`config.mk`:
```
export PLATFORM = sky130hd
export DESIGN_NAME = jtdap_tap
export DESIGN_NICKNAME = d
export VERILOG_FILES = /design/src/logic/jtdap_pkg.sv /design/src/logic/jtdap_tap.sv
export SDC_FILE = /design/constraint.sdc
export NUM_CORES = 1
export LEC_CHECK = 0
export ABC_AREA = 1
export BUFFER_PORTS_ARGS = -buffer_cell sky130_fd_sc_hd__buf_2
export CORE_MARGIN = 8
export CORE_UTILIZATION = 40
export DETAILED_ROUTE_END_ITERATION = 8
export PLACE_DENSITY_LB_ADDON = 0.1
export SLEW_MARGIN = 20
export SYNTH_ARGS = -nofsm -noshare
export SYNTH_HDL_FRONTEND = slang
export SYNTH_SLANG_ARGS = --single-unit
```
`constraint.sdc`:
```
create_clock -name clk_sys -period 1.1 [get_ports clk_sys]
set_input_delay 0.22 -clock clk_sys [delete_from_list [all_inputs] [get_ports clk_sys]]
set_output_delay 0.22 -clock clk_sys [all_outputs]
set_load 0.1 [all_outputs]
```
`src/logic/jtdap_pkg.sv`:
```
package jtdap_pkg;

    // Instruction register geometry and fixed values.
    localparam int          IR_W          = 4;
    localparam logic [3:0]  IR_CAPTURE    = 4'h1;
    localparam logic [3:0]  INS_EXTEST    = 4'h0;
    localparam logic [3:0]  INS_SAMPLE    = 4'h1;
    localparam logic [3:0]  INS_PRELOAD   = 4'h2;
    localparam logic [3:0]  INS_INTEST    = 4'h4;
    localparam logic [3:0]  INS_CLAMP     = 4'h5;
    localparam logic [3:0]  INS_HIGHZ     = 4'h6;
    localparam logic [3:0]  INS_PARK      = 4'h7;
    localparam logic [3:0]  INS_ABORT     = 4'h8;
    localparam logic [3:0]  INS_PORT_ACC  = 4'hA;
    localparam logic [3:0]  INS_AP_ACC    = 4'hB;
    localparam logic [3:0]  INS_IDCODE    = 4'hE;
    localparam logic [3:0]  INS_BYPASS    = 4'hF;

    // Data chain lengths.
    localparam int          ACC_W         = 35;
    localparam int          ID_W          = 32;
    localparam logic [31:0] IDCODE_DFLT   = 32'h0000_0001; // Arbitrary value; bit 0 reads one.

    // Tap controller states, Gray coded along the main path.
    typedef enum logic [3:0] {
        ST_RESET   = 4'h0, ST_IDLE    = 4'h1, ST_SEL_DR  = 4'h3, ST_CAP_DR  = 4'h2,
        ST_SH_DR   = 4'h6, ST_EX1_DR  = 4'h7, ST_PAU_DR  = 4'h5, ST_EX2_DR  = 4'h4,
        ST_UPD_DR  = 4'hC, ST_SEL_IR  = 4'hD, ST_CAP_IR  = 4'hF, ST_SH_IR   = 4'hE,
        ST_EX1_IR  = 4'hA, ST_PAU_IR  = 4'hB, ST_EX2_IR  = 4'h9, ST_UPD_IR  = 4'h8
    } jtdap_state_t;

    // Which data chain sits between serial input and output.
    typedef enum logic [2:0] {
        SEL_BYPASS, SEL_IDCODE, SEL_ABORT, SEL_PORT, SEL_AP, SEL_BSCAN
    } jtdap_sel_t;

    // Update strobe with the word that a 35-bit chain delivered.
    typedef struct packed {
        logic              abort_upd;
        logic              port_upd;
        logic              ap_upd;
        logic [ACC_W-1:0]  data;
    } jtdap_upd_t;

endpackage

```
`src/logic/jtdap_tap.sv`:
```
`timescale 1ns/1ps
module jtdap_tap #(
    parameter logic [31:0] IDCODE_VAL = jtdap_pkg::IDCODE_DFLT, // Arbitrary value.
    parameter bit          HAS_BSCAN  = 1'b0,
    parameter int          BSR_W      = 8
) (
    input  wire logic                     clk_sys,
    input  wire logic                     rst_n,
    input  wire logic                     debug_tap_reset_n,
    input  wire logic                     dbg_clk,
    input  wire logic                     debug_mode_select,
    input  wire logic                     debug_serial_in,
    output logic                          debug_serial_out,
    output logic                          debug_serial_out_oe,
    input  wire logic                     debug_reset_req,
    input  wire logic [jtdap_pkg::ACC_W-1:0] acc_capture,
    output jtdap_pkg::jtdap_upd_t         upd_o,
    output logic                          ap_regs_rst,
    input  wire logic [BSR_W-1:0]         bsr_pins_in,
    output logic [BSR_W-1:0]              bsr_out,
    output logic                          bsr_park,
    output logic [jtdap_pkg::IR_W-1:0]    cur_instr,
    output jtdap_pkg::jtdap_state_t       tap_state
);
    import jtdap_pkg::*;

    // The boundary chain shares the 35-bit data shifter, so it cannot be longer than that.
    if (BSR_W < 1 || BSR_W > ACC_W) begin : g_bsr_w_bad
        $error("BSR_W must lie between one and the access chain length");
    end

    // Link pins come from another clock domain; two flops before any use.
    logic [2:0] sync1_r;
    logic [2:0] sync2_r;
    logic       tck_d_r;
    logic [1:0] trst_sync_r;
    always_ff @(posedge clk_sys or negedge rst_n) begin
        if (!rst_n) begin
            sync1_r <= 3'h0;
            sync2_r <= 3'h0;
            tck_d_r <= 1'b0;
        end else begin
            sync1_r <= {dbg_clk, debug_mode_select, debug_serial_in};
            sync2_r <= sync1_r;
            tck_d_r <= sync2_r[2];
        end
    end

    // Tap reset pin is asynchronous in assertion and released synchronously.
    always_ff @(posedge clk_sys or negedge debug_tap_reset_n) begin
        if (!debug_tap_reset_n) begin
            trst_sync_r <= 2'h0;
        end else begin
            trst_sync_r <= {trst_sync_r[0], 1'b1};
        end
    end

    wire logic tap_rst_n = rst_n & debug_tap_reset_n & trst_sync_r[1];
    wire logic tms_s     = sync2_r[1];
    wire logic tdi_s     = sync2_r[0];
    wire logic tck_rise  = sync2_r[2] & ~tck_d_r;
    wire logic tck_fall  = ~sync2_r[2] & tck_d_r;

    // Next-state function of the standard sixteen-state controller.
    function automatic jtdap_state_t next_st(input jtdap_state_t s, input logic m);
        case (s)
            ST_RESET:  next_st = m ? ST_RESET  : ST_IDLE;
            ST_IDLE:   next_st = m ? ST_SEL_DR : ST_IDLE;
            ST_SEL_DR: next_st = m ? ST_SEL_IR : ST_CAP_DR;
            ST_CAP_DR: next_st = m ? ST_EX1_DR : ST_SH_DR;
            ST_SH_DR:  next_st = m ? ST_EX1_DR : ST_SH_DR;
            ST_EX1_DR: next_st = m ? ST_UPD_DR : ST_PAU_DR;
            ST_PAU_DR: next_st = m ? ST_EX2_DR : ST_PAU_DR;
            ST_EX2_DR: next_st = m ? ST_UPD_DR : ST_SH_DR;
            ST_UPD_DR: next_st = m ? ST_SEL_DR : ST_IDLE;
            ST_SEL_IR: next_st = m ? ST_RESET  : ST_CAP_IR;
            ST_CAP_IR: next_st = m ? ST_EX1_IR : ST_SH_IR;
            ST_SH_IR:  next_st = m ? ST_EX1_IR : ST_SH_IR;
            ST_EX1_IR: next_st = m ? ST_UPD_IR : ST_PAU_IR;
            ST_PAU_IR: next_st = m ? ST_EX2_IR : ST_PAU_IR;
            ST_EX2_IR: next_st = m ? ST_UPD_IR : ST_SH_IR;
            ST_UPD_IR: next_st = m ? ST_SEL_DR : ST_IDLE;
            default:   next_st = ST_RESET;
        endcase
    endfunction

    // Instruction decode; unimplemented and reserved codes fall to bypass.
    function automatic jtdap_sel_t decode(input logic [3:0] ins);
        case (ins)
            INS_ABORT:    decode = SEL_ABORT;
            INS_PORT_ACC: decode = SEL_PORT;
            INS_AP_ACC:   decode = SEL_AP;
            INS_IDCODE:   decode = SEL_IDCODE;
            INS_EXTEST, INS_SAMPLE, INS_PRELOAD, INS_INTEST, INS_CLAMP, INS_HIGHZ, INS_PARK:
                decode = HAS_BSCAN ? SEL_BSCAN : SEL_BYPASS;
            default:      decode = SEL_BYPASS;
        endcase
    endfunction

    jtdap_state_t     st_r;
    logic [IR_W-1:0]  ir_sh_r;
    logic [IR_W-1:0]  ir_r;
    logic [ACC_W-1:0] dr_sh_r;
    logic [BSR_W-1:0] bsr_upd_r;
    logic             tdo_r;
    logic             oe_r;
    jtdap_upd_t       upd_r;
    logic             ap_rst_r;

    wire jtdap_state_t st_nxt   = next_st(st_r, tms_s);
    wire jtdap_sel_t   sel      = decode(ir_r);
    wire logic         shifting = (st_r == ST_SH_DR) || (st_r == ST_SH_IR);
    wire logic         st_upd   = tck_rise && (st_r == ST_UPD_DR);

    // Chain length follows the selected register.
    wire logic [5:0] dr_len = (sel == SEL_BYPASS) ? 6'h01 :
                              (sel == SEL_IDCODE) ? 6'(ID_W) :
                              (sel == SEL_BSCAN)  ? 6'(BSR_W) : 6'(ACC_W);

    // Controller and instruction register; only these and the five-ones helper see the tap reset.
    always_ff @(posedge clk_sys or negedge tap_rst_n) begin
        if (!tap_rst_n) begin
            st_r <= ST_RESET;
            ir_r <= INS_IDCODE;
        end else if (tck_rise) begin
            st_r <= st_nxt;
            // Load IDCODE on entry so the reset state never shows a stale instruction.
            if (st_nxt == ST_RESET) begin
                ir_r <= INS_IDCODE;
            end else if (st_r == ST_UPD_IR) begin
                ir_r <= ir_sh_r;
            end
        end
    end

    // Instruction shift chain, LSB out, serial input into bit three.
    always_ff @(posedge clk_sys or negedge rst_n) begin
        if (!rst_n) begin
            ir_sh_r <= IR_CAPTURE;
        end else if (tck_rise && st_r == ST_CAP_IR) begin
            ir_sh_r <= IR_CAPTURE;
        end else if (tck_rise && st_r == ST_SH_IR) begin
            ir_sh_r <= {tdi_s, ir_sh_r[IR_W-1:1]};
        end
    end

    // Data chain: capture picks the selected source, shift enters at the chain's own MSB.
    always_ff @(posedge clk_sys or negedge rst_n) begin
        if (!rst_n) begin
            dr_sh_r <= '0;
        end else if (tck_rise && st_r == ST_CAP_DR) begin
            case (sel)
                SEL_BYPASS: dr_sh_r <= '0;
                SEL_IDCODE: dr_sh_r <= {3'h0, IDCODE_VAL};
                SEL_BSCAN:  dr_sh_r <= ACC_W'(bsr_pins_in);
                default:    dr_sh_r <= acc_capture;
            endcase
        end else if (tck_rise && st_r == ST_SH_DR) begin
            dr_sh_r <= (dr_sh_r >> 1) | (ACC_W'(tdi_s) << (dr_len - 6'd1));
        end
    end

    // Serial output changes on the falling edge so the probe samples it on the rising one.
    always_ff @(posedge clk_sys or negedge rst_n) begin
        if (!rst_n) begin
            tdo_r <= 1'b0;
            oe_r  <= 1'b0;
        end else if (tck_fall) begin
            tdo_r <= (st_r == ST_SH_IR) ? ir_sh_r[0] : dr_sh_r[0];
            oe_r  <= shifting;
        end
    end

    // Update strobes; bypass and IDCODE ignore shifted-in data.
    always_ff @(posedge clk_sys or negedge rst_n) begin
        if (!rst_n) begin
            upd_r     <= '0;
            bsr_upd_r <= '0;
        end else begin
            upd_r.abort_upd <= st_upd && sel == SEL_ABORT;
            upd_r.port_upd  <= st_upd && sel == SEL_PORT;
            upd_r.ap_upd    <= st_upd && sel == SEL_AP;
            if (st_upd) begin
                upd_r.data <= dr_sh_r;
            end
            if (st_upd && sel == SEL_BSCAN) begin
                bsr_upd_r <= dr_sh_r[BSR_W-1:0];
            end
        end
    end

    // The access-port reset follows the debug reset request; port registers use rst_n only.
    always_ff @(posedge clk_sys or negedge rst_n) begin
        if (!rst_n) begin
            ap_rst_r <= 1'b1;
        end else begin
            ap_rst_r <= debug_reset_req;
        end
    end

    // Park: outputs inactive, values still from the scan cells.
    logic park_r;
    always_ff @(posedge clk_sys or negedge rst_n) begin
        if (!rst_n) begin
            park_r <= 1'b0;
        end else begin
            park_r <= HAS_BSCAN && ir_r == INS_PARK;
        end
    end

    assign debug_serial_out    = tdo_r;
    assign debug_serial_out_oe = oe_r;
    assign upd_o               = upd_r;
    assign ap_regs_rst         = ap_rst_r;
    assign bsr_out             = bsr_upd_r;
    assign bsr_park            = park_r;
    assign cur_instr           = ir_r;
    assign tap_state           = st_r;

    // Helper for the five-ones path: rising tap edges seen in a row with mode high.
    // It saturates at five, so a long run of ones keeps the check armed.
    logic [2:0] ones_r;
    always_ff @(posedge clk_sys or negedge tap_rst_n) begin
        if (!tap_rst_n) begin
            ones_r <= 3'h0;
        end else if (tck_rise) begin
            ones_r <= tms_s ? ((ones_r == 3'h5) ? 3'h5 : ones_r + 3'h1) : 3'h0;
        end
    end
endmodule // jtdap_tap

```
==> impl_results.md, run 1 <==
- Outcome: finished with violations
- Violated checks: negative setup slack
- Unrepaired setup endpoints after global routing: yes
- Leakage component of the power: between 3 and 4 nW
- Layout fillers: 652
- Avg Inst Size Synth: approximately 9.4 µm²
- Placed cell areas: between 6000 and 7000 µm²
- Area share of the leading cell type in the synthesized netlist: between 50 and 60%
- Layout overhead on the synthesized area: 85.5%
- Kind of launch point of the worst setup path: flip-flop
- Number of buffers inserted during clock tree synthesis: 9
- IO buf count: 98
- Path type of the worst min-delay path: in -> reg
- Final WL: ~16000 µm
- Post-Syn Area: 4490 µm²
- Number of distinct standard cells referenced by the synthesized netlist: 38
- Final net count: around 730
- Maximum buffer depth of the clock tree: 2
- Cell Pwr Density: about 2900 nW/µm²
- Post-route cell area: approximately 8300 µm²
- Critical path, cell by cell: buf_6 -> nand3_4 -> nor2_1 -> nor2_1 -> nand3_2 -> nor2_4 -> nand3_4 -> nand2_4 -> nand2_4 -> nand2_2 -> nand2_1
- Smallest hold slack: between 0.08 and 0.09 ns
- I/O Pins: between 100 and 150
- Cell types occupying the most area after synthesis: dfrtp_1, nand2_1, o21ai_0
- CP max-delay cell: dfrtp_4
- DR vias/cell: roughly 5.4
- Most common flop cell mapped by yosys: dfrtp_1
- Via count of the first global-routing pass: around 4.4k
- Final GP Congestion: about 0.8
- Top-count cell post-synth: dfrtp_1
- Root buffer selected by CTS: clkbuf_8
- Cell type with the highest aggregate area in the netlist: dfrtp_1
- Proportion of layout cells with a drive suffix above 1: between 60 and 70%
- Fin Clk Skew: around 0.011 ns
- Async set or reset register ratio after synthesis: between 90% and 100%
- Warning count from the yosys run: 0
- DP Wirelength: between 9000 and 10000 µm
- Initial DRC count: between 300 and 400
- Pin count of the biggest net entering global routing: 64
- Floorplan Core Area: approximately 11000 µm²
- Post-synth top cells: dfrtp_1, nand2_1, inv_1, o21ai_0
- Maximum level of the CTS H-tree: 3
- Die Span X: about 120 µm
- Post-route ant nets: 0
- Via total after detailed routing: between 4k and 5k
- Row count: 38
- DIE HEIGHT: 122 µm
- Drt first pass iters: 6
- Arrival time reported for the critical path endpoint: a little over 2 ns
- CP delay by family, top: simple AND/OR/NAND/NOR gates
- First-pass GRT wire length: around 23000 µm
- Post-synth EDFFs: 0
- Final critical path time including I/O delays and setup: 1.77 ns
- Maximum vdd drop: roughly 2800 µV
- Clock transition at the registers of the reported paths: about 0.10 ns
- Delay of the slowest critical-path stage: between 0.5 and 0.6 ns
- Effective utilization at floorplan: approximately 41%
- Sequential-to-total area share from yosys stat: roughly three fifths
- Clock sink count: between 100 and 150
- Category of the most critical setup path: reg -> reg
- Combined buffer and inverter count along the critical path: 1
- Area of the die: between 10000 and 15000 µm²
- Flip-flop and latch count after synthesis: 105
- Setup Total Neg Slack: -54.13 ns
- Critical-path maximum fanout: 5
- GRT overflow: 0
- TritonCTS clock tree: built
- Achievable clock frequency: about 560 MHz
- Number of antenna violations at the first check in global routing: 0
- Post-Place Setup Slack: -0.669 ns
- Reported max-cap violation count: 0
- Final slew viol count: 0
- Total of endpoints with negative setup slack in the final report: between 100 and 150
- Final Hold Viols: 0
- Critical path required time: 1.37 ns
- Fin crit share: 161%
- Worst setup margin: -0.672 ns
- Routed len/inst: around 20 µm
- Post-route DRC: 0
- Number of cells produced by synthesis: between 400 and 500
- Sort of element at the end of the critical path: flip-flop
- Antenna diode count: 0
- Total Routing Usage GR: between 15 and 20%
- Clk_lat worst skew: 0.37 ns
==> tightest hold or removal path, stage by stage <==
cell	delay, ns
buf_2	0.08
nand3_2	0.07
o221ai_2	0.05
==> through the flow <==
stage | instances | utilization [%] | power, mW
global placement | 743 | 60.5 | 18.3
finish | 821 | 76.6 | 24.5
floorplan | 477 | - | 13.9
global route | 821 | 76.6 | 25.5
CTS | 798 | 70.8 | 22.8
detailed placement | 743 | 60.5 | 18.4
==> layout make-up <==
class                           count  area, µm²  share of cell area [%]
Clock inverter                      2       37.5                   0.450
Sequential cell                   105       2720                    32.6
Timing Repair inverter              3       36.3                   0.435
Tap cell                          140        175                    2.10
Inverter                           65        302                    3.62
Timing Repair Buffer              215       2650                    31.8
Clock buffer                       14        163                    1.95
Multi-Input combinational cell    277       2250                    27.0
==> report_power, final <==
group	leakage [nW]	switching, mW	total (mW)	internal [mW]
registers	1.28	1.07	6.41	5.34
logic	2.29	9.43	15.6	6.13
clock network	0.0969	1.31	2.49	1.18
==> kinds of logic after synthesis <==
group | share of synthesized area (%)
AO/OA/AOI/OAI | 16.2
adder cells (fa/ha/maj) | 0.278
buffers and inverters | 9.10
flip-flops | 58.6
other | 0.167
AND/OR/NAND/NOR | 15.6
==> flip-flops by register name, indices dropped and copies added, names as in the netlist <==
signal,count
dr_sh_r,35
sync2_r,3
ap_regs_rst,1
trst_sync_r,2
tap_state,4
sync1_r,3
upd_o,38
ir_sh_r,4
cur_instr,4
tck_d_r,1
bsr_out,8
debug_serial_out,1
debug_serial_out_oe,1
==> path summary, 6_finish.rpt <==
check                                  start              to  slack (ns)  depth (start not counted)
setup / recovery                tap_state[1]    cur_instr[0]       -0.67                         11
hold / removal               acc_capture[22]     dr_sh_r[22]        0.08                          3
setup reg to reg                tap_state[1]    cur_instr[0]       -0.67                         11
hold reg to reg               trst_sync_r[1]    tap_state[2]        0.30                          1
max in group asynchronous              rst_n    cur_instr[1]        0.22                          3
min in group asynchronous  debug_tap_reset_n  trst_sync_r[1]        0.16                          2
==> repair_timing <==
item                                   in CTS  in global routing
setup buffers                              29                 30
endpoints found under the hold margin     104                  0
pin swaps                                  33                 52
setup endpoints to repair                 144                144
hold buffers                                6                  0
gates resized for setup                   125                 99
gates cloned                                6                  2
==> cell usage in the layout (no fill, tap or decap), drive strengths merged <==
cell type / n
a21o: 1
a21oi: 29
a221oi: 13
a31oi: 1
a32oi: 1
and3: 1
buf: 208
bufinv: 1
clkbuf: 15
clkinv: 3
clkinvlp: 1
conb: 3
dfrtp: 100
dfstp: 5
dlygate4sd3: 6
ha: 1
inv: 65
nand2: 86
nand3: 31
nand4: 3
nor2: 32
nor3: 2
nor4: 1
o211ai: 3
o21a: 1
o21ai: 46
o21bai: 1
o221ai: 14
o22ai: 6
o31ai: 1
==> metal layers <==
layer	GRT usage [%]	up-vias	share of wire, %
met5	0	-	0
met4	7.94	0	3.0
met3	4.95	42	6.7
met2	33.2	188	52
met1	23.3	2183	38
li1	-	1992	-
No activity file was read; power rests on OpenSTA's default activity.
==> run 2, diff against run 1 <==
--- a/config.mk
+++ b/config.mk
@@ -7,6 +7,8 @@
 export LEC_CHECK = 0
 export ABC_AREA = 1
 export BUFFER_PORTS_ARGS = -buffer_cell sky130_fd_sc_hd__buf_2
+export CELL_PAD_IN_SITES_DETAIL_PLACEMENT = 1
+export CELL_PAD_IN_SITES_GLOBAL_PLACEMENT = 1
 export CORE_MARGIN = 8
 export CORE_UTILIZATION = 40
 export DETAILED_ROUTE_END_ITERATION = 8
==> impl_results.md, run 2 (synthesis results as in run 1) <==
- Final slew viol count: 0 (unchanged)
- First-pass GRT wire length: 31900 µm (was 22800 µm)
- Maximum buffer depth of the clock tree: 2 (unchanged)
- Critical-path maximum fanout: 8 (was 5)
- Layout overhead on the synthesized area: 86.6% (was 85.5%)
- Via total after detailed routing: 5166 (was 4405)
- Root buffer selected by CTS: clkbuf_8 (unchanged)
- Cell Pwr Density: 3210 nW/µm² (was 2930 nW/µm²)
- Drt first pass iters: 5 (was 6)
- Category of the most critical setup path: reg -> reg (unchanged)
- Critical path required time: 1.40 ns (was 1.37 ns)
- Post-route DRC: 0 (unchanged)
- Number of antenna violations at the first check in global routing: 0 (unchanged)
- GRT overflow: 0 (unchanged)
- Number of flip-flops in the largest register: 38 (unchanged)
- Violated checks: negative setup slack (unchanged)
- Pin count of the biggest net entering global routing: 57 (was 64)
- Area of the die: 14900 µm² (unchanged)
- Number of buffers inserted during clock tree synthesis: 9 (unchanged)
- Arrival time reported for the critical path endpoint: 2.36 ns (was 2.04 ns)
- Clock sink count: 105 (unchanged)
- Via count of the first global-routing pass: 5188 (was 4413)
- Remaining max-slew budget at the tightest pin: between 60% and 70%
- Clk_lat worst skew: 0.40 ns (was 0.37 ns)
- TritonCTS clock tree: built (unchanged)
- I/O Pins: 108 (unchanged)
- Final GP Congestion: 0.935 (was 0.825)
- DR vias/cell: 6.31 (was 5.37)
- Total power draw: 26.9 mW (was 24.5 mW)
- DIE HEIGHT: 122 µm (unchanged)
- Outcome: finished with violations (unchanged)
- Reported max-cap violation count: 0 (unchanged)
- Leakage component of the power: 3.66 nW (was 3.67 nW)
- Final WL: 27700 µm (was 16200 µm)
- DP Wirelength: 11400 µm (was 9330 µm)
- Final net count: 725 (was 727)
- Achievable clock frequency: 485 MHz (was 564 MHz)
- Routed len/inst: 33.8 µm (was 19.7 µm)
- Fin Clk Skew: 0.0199 ns (was 0.0111 ns)
- IO buf count: 98 (unchanged)
- Total of endpoints with negative setup slack in the final report: 144 (unchanged)
- Post-route ant nets: 0 (unchanged)
- Row count: 38 (unchanged)
- Setup Total Neg Slack: -70.75 ns (was -54.13 ns)
- Clock transition at the registers of the reported paths: 0.12 ns (was 0.10 ns)
- Total Routing Usage GR: 28.5% (was 19.6%)
- Most common cell after layout, fill and taps aside: buf_12 (unchanged)
- Final critical path time including I/O delays and setup: 2.06 ns (was 1.77 ns)
- Smallest hold slack: 0.0834 ns (was 0.0806 ns)
- Final Hold Viols: 0 (unchanged)
- Kind of launch point of the worst setup path: flip-flop (unchanged)
- Maximum level of the CTS H-tree: 3 (unchanged)
- Fin crit share: 187% (was 161%)
- Die Span X: 122 µm (unchanged)
- Actual transition at the worst max-transition pin: approximately 0.52 ns
- Maximum vdd drop: 2670 µV (was 2750 µV)
- Effective utilization at floorplan: 41.3% (unchanged)
- Initial DRC count: 617 (was 355)
- Proportion of layout cells with a drive suffix above 1: 65.8% (was 64.2%)
- Unrepaired setup endpoints after global routing: yes (unchanged)
- Sort of element at the end of the critical path: flip-flop (unchanged)
- Commonest non-fill, non-tap cells in the layout: buf_12, buf_4, nand2_1, dfrtp_2, dfrtp_1 (was buf_12, nand2_1, buf_4, dfrtp_2, dfrtp_1)
- Worst setup margin: -0.961 ns (was -0.672 ns)
- Antenna diode count: 0 (unchanged)
- Floorplan Core Area: 10900 µm² (unchanged)
- Path type of the worst min-delay path: in -> reg (unchanged)
==> run 2: routing by layer <==
layer	up-vias	GRT usage [%]	wire (µm)	share of wire [%]
met2	402	50.8	13900	50
met1	2603	32.6	9450	34
li1	1987	-	-	-
met4	0	14.3	2210	8.0
met5	-	0	0	0
met3	174	4.21	2110	7.6
==> run 2: final timing paths <==
kind	start	endpoint	slack [ns]	cells past startpoint
max in group asynchronous	debug_tap_reset_n	tap_state[3]	0.15	3
worst min-delay path	acc_capture[28]	dr_sh_r[28]	0.08	3
min in group asynchronous	debug_tap_reset_n	trst_sync_r[1]	0.16	2
worst max-delay path	tap_state[0]	cur_instr[0]	-0.96	12
worst min register to register	sync1_r[1]	sync2_r[1]	0.37	0
worst max register to register	tap_state[0]	cur_instr[0]	-0.96	12
==> run 2: report_power, final <==
part / switching [mW] / internal, mW / total [mW]
clock network: 1.56 / 1.18 / 2.75
registers: 1.46 / 5.35 / 6.81
logic: 10.9 / 6.43 / 17.4
==> run 2: through the flow <==
step / instances / setup WS (ns) / instance area (µm²) / util [%]
floorplan: 477 / -0.704 / 4830 / -
global placement: 745 / -0.592 / 6640 / 61.0
detailed placement: 745 / -0.692 / 6640 / 61.0
CTS: 796 / -0.623 / 7780 / 71.5
global route: 819 / -1.01 / 8380 / 77.0
finish: 819 / -0.961 / 8380 / 77.0
==> run 2: critical path, cell delays in order (launching register included) <==
cell and delay [ns]:
dfrtp_4 0.60, nand2_1 0.10, inv_1 0.07, nand2_1 0.13
nand3_2 0.13, nand2_1 0.18, nand2_2 0.13, nor2_4 0.16
nand3_4 0.13, nand2_4 0.13, nand2_4 0.08, nand2_2 0.07
nand2_2 0.05
==> run 2: area by class of cell <==
type,count,area (µm²)
Clock buffer,12,155
Timing Repair Buffer,215,2640
Clock inverter,4,51.3
Multi-Input combinational cell,277,2330
Inverter,65,299
Timing Repair inverter,1,11.3
Fill cell,983,2500
Sequential cell,105,2720
Tap cell,140,175
==> run 2: what timing repair did <==
action,in CTS,in global routing
gates cloned,3,2
hold endpoints to repair,63,0
pin swaps,36,30
setup endpoints to repair,144,144
setup buffers,28,25
resized for setup,145,91
hold buffers,6,0
